`src/hdl/exec_pkg.sv`:
```
/*
  constants, opcodes, register indices and state codes for the move, shift and
  frame-link execution datapath.
  assumes a 16-bit register file of sixteen words, index 0 being the null register.
*/
package exec_pkg;
  // opcodes
  localparam logic [7:0] OP_MOV_RR_W = 8'h02;
  localparam logic [7:0] OP_MOV_RR_B = 8'h03;
  localparam logic [7:0] OP_MOV_RI_W = 8'h04;
  localparam logic [7:0] OP_MOV_RI_B = 8'h05;
  localparam logic [7:0] OP_MOV_RP_W = 8'h06;
  localparam logic [7:0] OP_MOV_RP_B = 8'h07;
  localparam logic [7:0] OP_MOV_IR_B = 8'h0A;
  localparam logic [7:0] OP_MOV_IR_W = 8'h0B;
  localparam logic [7:0] OP_MOV_PR_W = 8'h12;
  localparam logic [7:0] OP_MOV_PR_B = 8'h13;
  localparam logic [7:0] OP_MOV_PI_W = 8'h14;
  localparam logic [7:0] OP_MOV_PI_B = 8'h15;
  localparam logic [7:0] OP_MOV_PP_W = 8'h16;
  localparam logic [7:0] OP_MOV_PP_B = 8'h17;
  localparam logic [7:0] OP_MOV_PD_W = 8'h18;
  localparam logic [7:0] OP_MOV_PD_B = 8'h19;
  localparam logic [7:0] OP_MOV_KR_W = 8'h1A;
  localparam logic [7:0] OP_MOV_KR_B = 8'h1B;
  localparam logic [7:0] OP_MOV_DR_W = 8'h22;
  localparam logic [7:0] OP_MOV_DR_B = 8'h23;
  localparam logic [7:0] OP_QUICK = 8'h80;
  localparam logic [7:0] OP_LSR_IMM = 8'hBC;
  localparam logic [7:0] OP_LONG_LOGICAL_SHIFT_RIGHT_OP_IMM = 8'hBD;
  localparam logic [7:0] OP_LSR_REG = 8'hBE;
  localparam logic [7:0] OP_LONG_LOGICAL_SHIFT_RIGHT_OP_REG = 8'hBF;
  localparam logic [7:0] OP_LINK = 8'hF7;
  // register indices
  localparam logic [3:0] REG_NULL = 4'h0;
  localparam logic [3:0] REG_HIGH = 4'hD;
  localparam logic [3:0] REG_FP = 4'hE;
  localparam logic [3:0] REG_SP = 4'hF;
  // operand addressing modes
  localparam logic [2:0] M_NONE = 3'h0;
  localparam logic [2:0] M_REG = 3'h1;
  localparam logic [2:0] M_IND = 3'h2;
  localparam logic [2:0] M_POST = 3'h3;
  localparam logic [2:0] M_DISP = 3'h4;
  localparam logic [2:0] M_IMM = 3'h5;
  // steps and counts
  localparam logic [15:0] STEP_BYTE = 16'h0001;
  localparam logic [15:0] STEP_WORD = 16'h0002;
  localparam logic [15:0] LINK_STEP = 16'h0002;
  localparam logic [4:0] CNT_FULL = 5'h10;
  localparam logic [4:0] CNT_ONE = 5'h01;
  localparam logic [4:0] CNT_ZERO = 5'h00;
  // sequencer states
  typedef enum logic [5:0] {
    ST_IDLE = 6'h01,
    ST_LINK = 6'h02,
    ST_SHIFT = 6'h04,
    ST_READ = 6'h08,
    ST_DEST = 6'h10,
    ST_WRITE = 6'h20
  } exec_state_t;
endpackage

```
`src/hdl/shift_step.sv`:
```
/*
  one-bit logical right shift step over a word or a high:low longword pair.
  assumes the caller repeats it once per position and keeps the count itself.
*/
`timescale 1ns/1ps
module shift_step (
  // operand
  input wire logic long_i,
  input wire logic [15:0] hi_i,
  input wire logic [15:0] lo_i,
  // result
  output logic [15:0] hi_o,
  output logic [15:0] lo_o,
  output logic out_bit_o
);
  // zero enters at the top; in long form the high word feeds the low word
  always_comb
  begin
    hi_o = long_i ? {1'b0, hi_i[15:1]} : 16'h0000;
    lo_o = {long_i ? hi_i[0] : 1'b0, lo_i[15:1]};
    out_bit_o = lo_i[0];
  end
endmodule

```
`src/hdl/move_shift_link_exec.sv`:
```
/*
  execution sequencer for frame link, logical right shift, data move and quick load.
  assumes the decoder presents one instruction with its extension word on start_i
  while busy_o is low, and a memory bus that answers each request with one ack.
*/
`timescale 1ns/1ps
module move_shift_link_exec (
  // clock and reset
  input wire logic clk_i,
  input wire logic rst_i,
  // instruction
  input wire logic start_i,
  input wire logic [7:0] opcode_i,
  input wire logic [3:0] src_sel_i,
  input wire logic [3:0] dst_sel_i,
  input wire logic [15:0] ext_i,
  output logic busy_o,
  output logic done_o,
  // status flags
  output logic zero_o,
  output logic neg_o,
  output logic carry_o,
  output logic ovf_o,
  // memory bus
  output logic mem_req_o,
  output logic mem_we_o,
  output logic mem_byte_o,
  output logic [15:0] mem_addr_o,
  output logic [15:0] mem_wdata_o,
  input wire logic mem_ack_i,
  input wire logic [15:0] mem_rdata_i,
  // register observation
  input wire logic [3:0] obs_sel_i,
  output logic [15:0] obs_data_o
);
  typedef struct packed {
    exec_pkg::exec_state_t st;
    logic [15:0][15:0] regs;
    logic zf;
    logic nf;
    logic cf;
    logic vf;
    logic busy;
    logic done;
    logic req;
    logic we;
    logic byte_sz;
    logic [15:0] addr;
    logic [15:0] wdata;
    logic [15:0] obs;
    logic [7:0] op;
    logic [3:0] src;
    logic [3:0] dst;
    logic [15:0] ext;
    logic [2:0] sm;
    logic [2:0] dm;
    logic [4:0] cnt;
    logic [15:0] base;
    logic [15:0] data;
  } exec_regs_t;

  exec_regs_t s_r;
  exec_regs_t s_nxt;
  logic [15:0] sh_hi;
  logic [15:0] sh_lo;
  logic sh_bit;
  logic long_op;
  logic same_post;
  logic [15:0] step;

  // source and destination modes of each move opcode
  function automatic logic [5:0] mov_modes(input logic [7:0] op);
    case (op)
      exec_pkg::OP_MOV_RR_W, exec_pkg::OP_MOV_RR_B: mov_modes = {exec_pkg::M_REG, exec_pkg::M_REG};
      exec_pkg::OP_MOV_RI_W, exec_pkg::OP_MOV_RI_B: mov_modes = {exec_pkg::M_REG, exec_pkg::M_IND};
      exec_pkg::OP_MOV_RP_W, exec_pkg::OP_MOV_RP_B: mov_modes = {exec_pkg::M_REG, exec_pkg::M_POST};
      exec_pkg::OP_MOV_IR_W, exec_pkg::OP_MOV_IR_B: mov_modes = {exec_pkg::M_IND, exec_pkg::M_REG};
      exec_pkg::OP_MOV_PR_W, exec_pkg::OP_MOV_PR_B: mov_modes = {exec_pkg::M_POST, exec_pkg::M_REG};
      exec_pkg::OP_MOV_PI_W, exec_pkg::OP_MOV_PI_B: mov_modes = {exec_pkg::M_POST, exec_pkg::M_IND};
      exec_pkg::OP_MOV_PP_W, exec_pkg::OP_MOV_PP_B: mov_modes = {exec_pkg::M_POST, exec_pkg::M_POST};
      exec_pkg::OP_MOV_PD_W, exec_pkg::OP_MOV_PD_B: mov_modes = {exec_pkg::M_POST, exec_pkg::M_DISP};
      exec_pkg::OP_MOV_KR_W, exec_pkg::OP_MOV_KR_B: mov_modes = {exec_pkg::M_IMM, exec_pkg::M_REG};
      exec_pkg::OP_MOV_DR_W, exec_pkg::OP_MOV_DR_B: mov_modes = {exec_pkg::M_DISP, exec_pkg::M_REG};
      default: mov_modes = {exec_pkg::M_NONE, exec_pkg::M_NONE};
    endcase
  endfunction

  // byte form: odd opcodes, except the indirect-to-register pair which is swapped
  function automatic logic is_byte(input logic [7:0] op);
    if (op == exec_pkg::OP_MOV_IR_B)
      is_byte = 1'b1;
    else if (op == exec_pkg::OP_MOV_IR_W)
      is_byte = 1'b0;
    else
      is_byte = op[0];
  endfunction

  // keep only the low byte for byte moves
  function automatic logic [15:0] size_mask(input logic [15:0] v, input logic b);
    size_mask = b ? {8'h00, v[7:0]} : v;
  endfunction

  // the null register ignores writes, so it always reads back zero
  function automatic logic [15:0][15:0] reg_put(input logic [15:0][15:0] r,
                                                input logic [3:0] i, input logic [15:0] v);
    reg_put = r;
    if (i != exec_pkg::REG_NULL)
      reg_put[i] = v;
  endfunction

  shift_step u_shift (
    .long_i(long_op),
    .hi_i(s_r.base),
    .lo_i(s_r.data),
    .hi_o(sh_hi),
    .lo_o(sh_lo),
    .out_bit_o(sh_bit)
  );

  // operation attributes shared by several states
  assign long_op = (s_r.op == exec_pkg::OP_LONG_LOGICAL_SHIFT_RIGHT_OP_IMM) || (s_r.op == exec_pkg::OP_LONG_LOGICAL_SHIFT_RIGHT_OP_REG);
  assign same_post = (s_r.sm == exec_pkg::M_POST) && (s_r.src == s_r.dst);
  assign step = s_r.byte_sz ? exec_pkg::STEP_BYTE : exec_pkg::STEP_WORD;

  // sequencer: one copy of the state, filled on every path
  always_comb
  begin
    s_nxt = s_r;
    s_nxt.done = 1'b0;
    s_nxt.obs = s_r.regs[obs_sel_i];
    case (s_r.st)
      exec_pkg::ST_IDLE:
      begin
        if (start_i)
        begin
          s_nxt.op = opcode_i;
          s_nxt.src = src_sel_i;
          s_nxt.dst = dst_sel_i;
          s_nxt.ext = ext_i;
          s_nxt.busy = 1'b1;
          s_nxt.byte_sz = is_byte(opcode_i);
          {s_nxt.sm, s_nxt.dm} = mov_modes(opcode_i);
          s_nxt.base = s_r.regs[dst_sel_i];
          case (opcode_i)
            exec_pkg::OP_QUICK:
            begin
              // single word, single cycle; carry kept
              s_nxt.regs = reg_put(s_r.regs, dst_sel_i, {12'h000, src_sel_i});
              s_nxt.zf = (src_sel_i == 4'h0);
              s_nxt.nf = 1'b0;
              s_nxt.vf = 1'b0;
              s_nxt.done = 1'b1;
              s_nxt.busy = 1'b0;
            end
            exec_pkg::OP_LINK:
            begin
              // push the frame pointer at the stack pointer as a word
              s_nxt.req = 1'b1;
              s_nxt.we = 1'b1;
              s_nxt.byte_sz = 1'b0;
              s_nxt.addr = s_r.regs[exec_pkg::REG_SP];
              s_nxt.wdata = s_r.regs[exec_pkg::REG_FP];
              s_nxt.st = exec_pkg::ST_LINK;
            end
            exec_pkg::OP_LSR_IMM, exec_pkg::OP_LONG_LOGICAL_SHIFT_RIGHT_OP_IMM, exec_pkg::OP_LSR_REG,
            exec_pkg::OP_LONG_LOGICAL_SHIFT_RIGHT_OP_REG:
            begin
              s_nxt.byte_sz = 1'b0;
              s_nxt.data = s_r.regs[dst_sel_i];
              // high word from the fixed register D (REG_HIGH) whatever the destination; naming it twice is undefined
              s_nxt.base = opcode_i[0] ? s_r.regs[exec_pkg::REG_HIGH] : 16'h0000;
              if (!opcode_i[1])
                s_nxt.cnt = (src_sel_i == 4'h0) ? exec_pkg::CNT_FULL : {1'b0, src_sel_i};
              else
                s_nxt.cnt = {1'b0, s_r.regs[src_sel_i][3:0]};
              if (opcode_i[1] && (s_r.regs[src_sel_i][3:0] == 4'h0))
                s_nxt.cf = 1'b0;
              s_nxt.st = exec_pkg::ST_SHIFT;
            end
            default:
            begin
              case (s_nxt.sm)
                exec_pkg::M_REG:
                begin
                  s_nxt.data = size_mask(s_r.regs[src_sel_i], is_byte(opcode_i));
                  s_nxt.st = exec_pkg::ST_DEST;
                end
                exec_pkg::M_IMM:
                begin
                  s_nxt.data = size_mask(ext_i, is_byte(opcode_i));
                  s_nxt.st = exec_pkg::ST_DEST;
                end
                exec_pkg::M_IND, exec_pkg::M_POST:
                begin
                  s_nxt.req = 1'b1;
                  s_nxt.we = 1'b0;
                  s_nxt.addr = s_r.regs[src_sel_i];
                  s_nxt.st = exec_pkg::ST_READ;
                end
                exec_pkg::M_DISP:
                begin
                  s_nxt.req = 1'b1;
                  s_nxt.we = 1'b0;
                  s_nxt.addr = ext_i + s_r.regs[src_sel_i];
                  s_nxt.st = exec_pkg::ST_READ;
                end
                default:
                begin
                  // unknown opcode retires with no effect
                  s_nxt.done = 1'b1;
                  s_nxt.busy = 1'b0;
                end
              endcase
            end
          endcase
        end
      end
      exec_pkg::ST_LINK:
      begin
        if (mem_ack_i)
        begin
          // flags are never touched on this path
          s_nxt.req = 1'b0;
          s_nxt.we = 1'b0;
          s_nxt.regs = reg_put(s_r.regs, exec_pkg::REG_FP, s_r.regs[exec_pkg::REG_SP]);
          // displacement 0..255 words, doubled so the pointer stays even
          s_nxt.regs[exec_pkg::REG_SP] = s_r.regs[exec_pkg::REG_SP] + exec_pkg::LINK_STEP
                                         + {7'h00, s_r.ext[7:0], 1'b0};
          s_nxt.done = 1'b1;
          s_nxt.busy = 1'b0;
          s_nxt.st = exec_pkg::ST_IDLE;
        end
      end
      exec_pkg::ST_SHIFT:
      begin
        // one position per cycle keeps the shifter small at the cost of latency
        if (s_r.cnt != exec_pkg::CNT_ZERO)
        begin
          s_nxt.base = sh_hi;
          s_nxt.data = sh_lo;
          s_nxt.cf = sh_bit;
          s_nxt.cnt = s_r.cnt - exec_pkg::CNT_ONE;
        end
        else
        begin
          if (long_op)
            s_nxt.regs = reg_put(s_r.regs, exec_pkg::REG_HIGH, s_r.base);
          s_nxt.regs = reg_put(s_nxt.regs, s_r.dst, s_r.data);
          s_nxt.zf = long_op ? ({s_r.base, s_r.data} == 32'h0000_0000)
                             : (s_r.data == 16'h0000);
          s_nxt.nf = long_op ? s_r.base[15] : s_r.data[15];
          s_nxt.vf = 1'b0;
          s_nxt.done = 1'b1;
          s_nxt.busy = 1'b0;
          s_nxt.st = exec_pkg::ST_IDLE;
        end
      end
      exec_pkg::ST_READ:
      begin
        if (mem_ack_i)
        begin
          s_nxt.req = 1'b0;
          s_nxt.data = size_mask(mem_rdata_i, s_r.byte_sz);
          if (s_r.sm == exec_pkg::M_POST)
            s_nxt.regs = reg_put(s_r.regs, s_r.src, s_r.regs[s_r.src] + step);
          s_nxt.st = exec_pkg::ST_DEST;
        end
      end
      exec_pkg::ST_DEST:
      begin
        s_nxt.zf = (s_r.data == 16'h0000);
        s_nxt.nf = s_r.byte_sz ? s_r.data[7] : s_r.data[15];
        s_nxt.vf = 1'b0;
        if (s_r.dm == exec_pkg::M_REG)
        begin
          // same-register load: the loaded value plus one step wins over the pointer
          s_nxt.regs = reg_put(s_r.regs, s_r.dst, same_post ? s_r.data + step : s_r.data);
          s_nxt.done = 1'b1;
          s_nxt.busy = 1'b0;
          s_nxt.st = exec_pkg::ST_IDLE;
        end
        else
        begin
          s_nxt.req = 1'b1;
          s_nxt.we = 1'b1;
          s_nxt.wdata = s_r.data;
          // indirect and indexed targets use the pointer as it was before the read
          case (s_r.dm)
            exec_pkg::M_POST: s_nxt.addr = s_r.regs[s_r.dst];
            exec_pkg::M_IND: s_nxt.addr = s_r.base;
            default: s_nxt.addr = s_r.ext + s_r.base;
          endcase
          s_nxt.st = exec_pkg::ST_WRITE;
        end
      end
      exec_pkg::ST_WRITE:
      begin
        if (mem_ack_i)
        begin
          s_nxt.req = 1'b0;
          s_nxt.we = 1'b0;
          // a shared pointer was already stepped once by the read, so this is the second
          if (s_r.dm == exec_pkg::M_POST)
            s_nxt.regs = reg_put(s_r.regs, s_r.dst, s_r.regs[s_r.dst] + step);
          s_nxt.done = 1'b1;
          s_nxt.busy = 1'b0;
          s_nxt.st = exec_pkg::ST_IDLE;
        end
      end
      default:
      begin
        s_nxt.st = exec_pkg::ST_IDLE;
        s_nxt.req = 1'b0;
        s_nxt.busy = 1'b0;
      end
    endcase
  end

  // state register
  always_ff @(posedge clk_i or posedge rst_i)
  begin
    if (rst_i)
    begin
      s_r <= '0;
      s_r.st <= exec_pkg::ST_IDLE;
    end
    else
    begin
      s_r <= s_nxt;
    end
  end

  // outputs come straight from the state flops
  assign busy_o = s_r.busy;
  assign done_o = s_r.done;
  assign zero_o = s_r.zf;
  assign neg_o = s_r.nf;
  assign carry_o = s_r.cf;
  assign ovf_o = s_r.vf;
  assign mem_req_o = s_r.req;
  assign mem_we_o = s_r.we;
  assign mem_byte_o = s_r.byte_sz;
  assign mem_addr_o = s_r.addr;
  assign mem_wdata_o = s_r.wdata;
  assign obs_data_o = s_r.obs;
endmodule

```
`config.mk`:
```
export PLATFORM = sky130hd
export DESIGN_NAME = move_shift_link_exec
export DESIGN_NICKNAME = d
export VERILOG_FILES = /design/src/hdl/exec_pkg.sv /design/src/hdl/shift_step.sv /design/src/hdl/move_shift_link_exec.sv
export SDC_FILE = /design/constraint.sdc
export NUM_CORES = 2
export LEC_CHECK = 0
export CAP_MARGIN = 20
export CORE_ASPECT_RATIO = 0.6
export CORE_UTILIZATION = 25
export DETAILED_ROUTE_END_ITERATION = 10
export DONT_BUFFER_PORTS = 1
export MAX_ROUTING_LAYER = met4
export PLACE_DENSITY = 0.35
export SYNTH_ARGS = -nofsm -noshare
export SYNTH_HDL_FRONTEND = slang
export SYNTH_SLANG_ARGS = --single-unit
```
`constraint.sdc`:
```
create_clock -name clk_i -period 14.66 [get_ports clk_i]
set_clock_uncertainty 0.15 [all_clocks]
set_input_delay 0 -clock clk_i [delete_from_list [all_inputs] [get_ports clk_i]]
set_output_delay 0 -clock clk_i [all_outputs]
set_load 0.03 [all_outputs]
```
Word level (Yosys, flattened, before mapping)

Memory sizes are Yosys's and may differ from the RTL's.
Index checks and enable logic that the tools add are counted.

Register bits: 394
Latch bits: 0
RAM bits: 0
ROM bits: 384
Output and inout port bits: 57
Logic and storage cells: 260
Memories: 1

Add/sub/neg operators: 8
$mul: 0
Div/mod/pow operators: 0
Magnitude comparators: 8
Eq/ne operators: 52
Shifts and indexed selects: 0
Mux-type cells: 104
Bitwise operators: 3
Reductions and logical operators: 46

Memory list:

| memory          | depth | bits a word | read ports | clocked after memory_dff | wr ports | RTL line                   | source |
|---|---|---|---|---|---|---|---|
| (no name shown) | 64    | 6           | 1          | 0                        | 0        | move_shift_link_exec.sv:73 | `case (op)` |

Operator list:

| operator                                     | count |
|---|---|
| 2-to-1 mux 256 bit                           | 10 |
| one-hot mux 256 bit (6 select lines)         | 1 |
| bitwise mux 256 bit                          | 5 |
| 2-to-1 mux 262 bit                           | 3 |
| binary-select mux 16 bit (select 4 bit)      | 5 |
| 2-to-1 mux 303 bit                           | 1 |
| 2-to-1 mux 264 bit                           | 1 |
| 2-to-1 mux 258 bit                           | 1 |
| 2-to-1 mux 16 bit                            | 15 |
| 2-to-1 mux 224 bit                           | 1 |
| demux 16 bit (select 4 bit)                  | 3 |
| one-hot mux 16 bit (2 select lines)          | 5 |
| 2-to-1 mux 37 bit                            | 2 |
| equality test 8 bit, second input constant   | 8 |
| one-hot mux 32 bit (2 select lines)          | 1 |
| adder 16 x 2 -> 16 bit                       | 3 |
| one-hot mux 16 bit (3 select lines)          | 1 |
| one-hot mux 21 bit (2 select lines)          | 1 |
| inequality test 2 bit, second input constant | 18 |
| one-hot mux 6 bit (6 select lines)           | 1 |
| adder 16 bit                                 | 2 |
| zero test 32 bit                             | 1 |
| 2-to-1 mux 32 bit                            | 1 |
| AND reduction 14 bit                         | 2 |
| 58 further kinds                             | 129 |

Depth between registers and ports, before layout

Depth after elaboration: 14
Depth in mapped cells: 20
Depth with buffers taken out: 14

Modules after synthesis

Synthesis repeated with hierarchy kept, for this count alone.

Cell total of the unflattened synthesis: 4400
Area total of the unflattened synthesis: 40283.6 um2

By module, submodules not included:

| module               | instances | cells an instance | area each (um2) |
|---|---|---|---|
| move_shift_link_exec | 1         | 4365              | 40025.9 |
| shift_step           | 1         | 35                | 257.7 |

Worst setup path after synthesis

Ideal clock, no wire load.

Path type: reg-to-reg
Start point: reg s_r[64] (netlist name)
End point: reg s_r[380] (netlist name)
Library setup time: 0.126 ns
Arrival time: 4.331 ns
Required time: 14.384 ns
Slack: 10.053 ns
Cell stages (with the launch flop): 20
Cells stage by stage: dfrtp_1 > buf_6 > buf_6 > buf_6 > buf_2 > buf_1 > mux4_2 > mux4_2 > ha_1 > inv_1 > fa_1 > or2_2 > o31ai_2 > nand4_2 > or3_1 > xor2_1 > buf_2 > o21ai_0 > nor3_1 > nor3_1

Longest elaborated chain between the ends: 9
Elaborated cells on any way between the ends: 22
Those cells by class: 1 x add/sub; 2 x order compare; 2 x eq/ne; 13 x mux; 4 x reduce/logical

Ends and longest elaborated chain:

| item                                                           | RTL line                    | source |
|---|---|---|
| start: declaration                                             | move_shift_link_exec.sv:62  | `exec_regs_t s_r;` |
| start signal: assignment                                       | move_shift_link_exec.sv:329 | `s_r <= s_nxt;` |
| branches (longest 9 deep; another with adder 16 x 2 -> 16 bit) | --                          |  |

Several ways; the timed one is not identified. The select of a mux whose other input is x is not followed.
A chain may end at the register's enable or synchronous reset.

Final worst setup path

Start point: reg s_r[59] (netlist name)
End point: reg s_r[178] (netlist name)

Longest elaborated chain between the ends: 9
Elaborated cells on any way between the ends: 26
Those cells by class: 1 x add/sub; 2 x order compare; 3 x eq/ne; 16 x mux; 4 x reduce/logical

Ends and longest elaborated chain:

| item |
|---|
| branches (longest 9 deep; another with adder 16 x 2 -> 16 bit) |

Several ways; the timed one is not identified. The select of a mux whose other input is x is not followed.

==> results.json <==
{
  "final_cells": 6509,
  "start_util": 0.252,
  "arrival_ns": 6.35,
  "slew_violations": 0,
  "cts_max_level": 2,
  "first_global_vias": 38800,
  "grt_pass1_wl_um": 365000,
  "violations": "DRC",
  "critPathCaptureType": "flip-flop",
  "cap_viol_max_count": 0,
  "nets": 4453,
  "vdd_ir_drop_max_mv": 0.108,
  "final-setup-viol-count": 0,
  "clock_latency_ns": 0.67,
  "finalCriticalPeriod_ns": 5.95,
  "worstHoldPathCells": 4,
  "yosys_warnings": 0,
  "synth_seq_area_share": 0.245,
  "max_freq_mhz": 168,
  "avgRoutedWirePerCell_um": 42.1,
  "root_buffer": "clkbuf_16",
  "die-area_sq_mm": 0.162,
  "hold_end": "s_r[18]",
  "min_period_over_period": 0.406,
  "synth_fa_ha_area_frac": 0.0199,
  "vias": 43700,
  "synthMuxAreaShare": 0.242,
  "rr_endpoint": "s_r[178]",
  "coreArea_sq_mm": 0.158,
  "synth_compound_area_frac": 0.258,
  "cts_buffers": 50,
  "tritoncts": "yes",
  "portBuffers": 0,
  "synthFlopType": "dfrtp_1",
  "synth_area_leader_cell": "dfrtp_1",
  "holdWs_ns": 0.00599,
  "die_y_um": 312,
  "area_growth_pct": 13.9,
  "path_class": "flip-flop to flip-flop",
  "fp-row-count": 113,
  "rsz0062_at_grt": "no",
  "grt_antenna_before_repair": 9,
  "die_w_um": 518,
  "syn_area_sq_mm": 0.0400,
  "final_util": 0.288,
  "synthTopCellsByArea": "dfrtp_1 (24%), mux4_2 (20%), o21ai_0 (5.2%)",
  "drt_iter0_markers": 7790,
  "synth-edff-count": 0,
  "cp_max_fo": 46,
  "place_inst": 6276,
  "layout-drive-gt1-share": 0.195,
  "place_congestion": 0.995,
  "cp-start-kind": "flip-flop",
  "finalWirelength_um": 274000,
  "worstHoldPathType": "primary input to flip-flop",
  "synth_cell_types": 128,
  "hold_viol": 0,
  "cts.sinks": 392,
  "leakagePower_nw": 16.6,
  "netlist.area_leader.share": 0.245,
  "synth_cells": 4435,
  "cp.required_ns": 15.06,
  "synth_seq_cells": 392,
  "synth_area_per_cell_sq_um": 9.02,
  "async_flop_share": 1.00,
  "cts_max_path_buffers": 3,
  "synthXorXnorAreaFrac": 0.0158,
  "hold_start": "dst_sel_i[0]",
  "tns_ns": 0,
  "reg2reg_depth": 13,
  "maxSlewHeadroom": 0.00154,
  "outcome": "complete, but fails checks",
  "r2r-start": "s_r[59]",
  "syn-num-nets": 4551,
  "synthSimpleGateAreaFrac": 0.154,
  "power.density_mw_per_mm2": 230,
  "r2r_setup_slack_ns": 8.71,
  "firstDrtPassIters": 10,
  "clkTransAtPathRegs_ns": 0.07,
  "synth_top_family_by_area": "compound AO/OA/AOI/OAI gates",
  "dp_hpwl_um": 198000,
  "viasPerCell": 6.71,
  "overflow": 0,
  "grtUsageTotal": 0.338,
  "ant_nets": 0,
  "ios": 113,
  "drc": 20,
  "grt_max_degree": 118,
  "max_slew.worst_pin.slew_ns": 1.50
}
state kept, by name, summed over array words and instances, names as in the netlist:
signal and count:
s_r 336, mem_addr_o 16, mem_wdata_o 16, obs_data_o 16, busy_o 1, carry_o 1
done_o 1, mem_byte_o 1, mem_req_o 1, mem_we_o 1, neg_o 1, zero_o 1
where the power goes:
part	switching [mW]	internal, mW
clock	0.636	0.851
combinational	4.35	2.15
sequential	1.03	1.45
per-stage QoR:
| step | worst slack, ns | instance area (sq um) | total power [mW] |
|---|---|---|---|
| finish | 8.71 | 45600 | 10.5 |
| global route | 8.63 | 45600 | 10.7 |
| CTS | 8.94 | 45300 | 10.0 |
| detailed placement | 8.98 | 42100 | 8.40 |
| global placement | 8.79 | 42000 | 8.42 |
| floorplan | 3.61 | 40000 | 5.80 |
synthesized netlist by cell type (65+ instances only):
| cell | number |
|---|---|
| a21oi_1 | 341 |
| a221oi_1 | 87 |
| buf_4 | 68 |
| clkbuf_1 | 277 |
| dfrtp_1 | 391 |
| mux2i_1 | 106 |
| mux4_2 | 356 |
| nand2_1 | 479 |
| nand3_1 | 120 |
| nor2_1 | 403 |
| nor3_1 | 65 |
| o211ai_1 | 70 |
| o21ai_0 | 412 |
worst max path at each step:
stage / start / end / slack, ns / cells after the start
after floorplan: rst_i / busy_o / 3.61 / 1
after global placement: s_r[37] / s_r[268] / 8.79 / 12
final: s_r[59] / s_r[178] / 8.71 / 13
after CTS: s_r[59] / s_r[306] / 8.94 / 13
after global routing: s_r[59] / s_r[306] / 8.63 / 13
after detailed placement: s_r[59] / s_r[178] / 8.98 / 13
final cells by class:
cell class	count	area, sq um
clock inverter	19	304
multi-input combinational	3497	27900
inverter	64	248
fill	16700	113000
timing repair buffer	332	3150
antenna	7	17.5
tap	2127	2660
sequential	392	9830
clock buffer	71	1500
placed cells by master (no fill, tap or decap), types with 19 or more instances in the layout:
master | netlist | layout
a211oi_1 | 46 | 45
a21o_1 | 25 | 25
a21oi_1 | 341 | 341
a221o_1 | 22 | 22
a221oi_1 | 87 | 87
a222oi_1 | 20 | 20
a22o_1 | 25 | 25
a22oi_1 | 64 | 64
a31oi_1 | 55 | 55
and3_1 | 25 | 24
buf_4 | 68 | 193
clkbuf_16 | 0 | 53
dfrtp_1 | 391 | 387
dlygate4sd3_1 | 0 | 109
ha_1 | 54 | 54
inv_1 | 64 | 63
mux2i_1 | 106 | 106
mux4_2 | 356 | 356
nand2_1 | 479 | 475
nand2b_1 | 37 | 37
nand3_1 | 120 | 119
nand4_1 | 23 | 23
nor2_1 | 403 | 386
nor2b_1 | 22 | 19
nor3_1 | 65 | 58
nor4_1 | 29 | 28
o211ai_1 | 70 | 70
o21a_1 | 29 | 29
o21ai_0 | 412 | 409
o21ai_1 | 40 | 35
o221ai_1 | 31 | 31
o22ai_1 | 62 | 59
o31ai_1 | 23 | 23
xnor2_1 | 39 | 39
xor2_1 | 20 | 20
repair_timing:
| item | CTS | global route |
|---|---|---|
| gates resized for setup | 0 | 0 |
| hold buffers | 119 | 3 |
| setup buffers | 0 | 0 |
| endpoints found under the hold margin | 369 | 2 |
worst max-delay path: stages, from the launching register on:
cell     delay [ns]
dfrtp_4        0.39
buf_4          0.68
mux4_2         0.38
mux4_2         0.30
ha_1           0.21
inv_1          0.07
fa_1           0.46
nor3_2         0.67
nand3_1        0.47
nor4_1         0.48
mux2i_1        0.27
and2_1         0.85
o221a_1        0.36
nor2_1         0.05
logic make-up after synthesis:
kind of cell    after synthesis
other cells                   1
xor+xnor                     66
compound gates             1552
fa+ha+maj                    60
buf+inv                     546
mux                         488
simple gates               1330
flops                       392
metal layers:
layer  up-vias  GRT usage  wire, um
met5         -          -         0
met3       326      0.191     49800
met4         0     0.0499      4630
li1      17000          -         -
met2      3558      0.385     95200
met1     22700      0.496    124000
No activity file was read; power rests on OpenSTA's default activity.
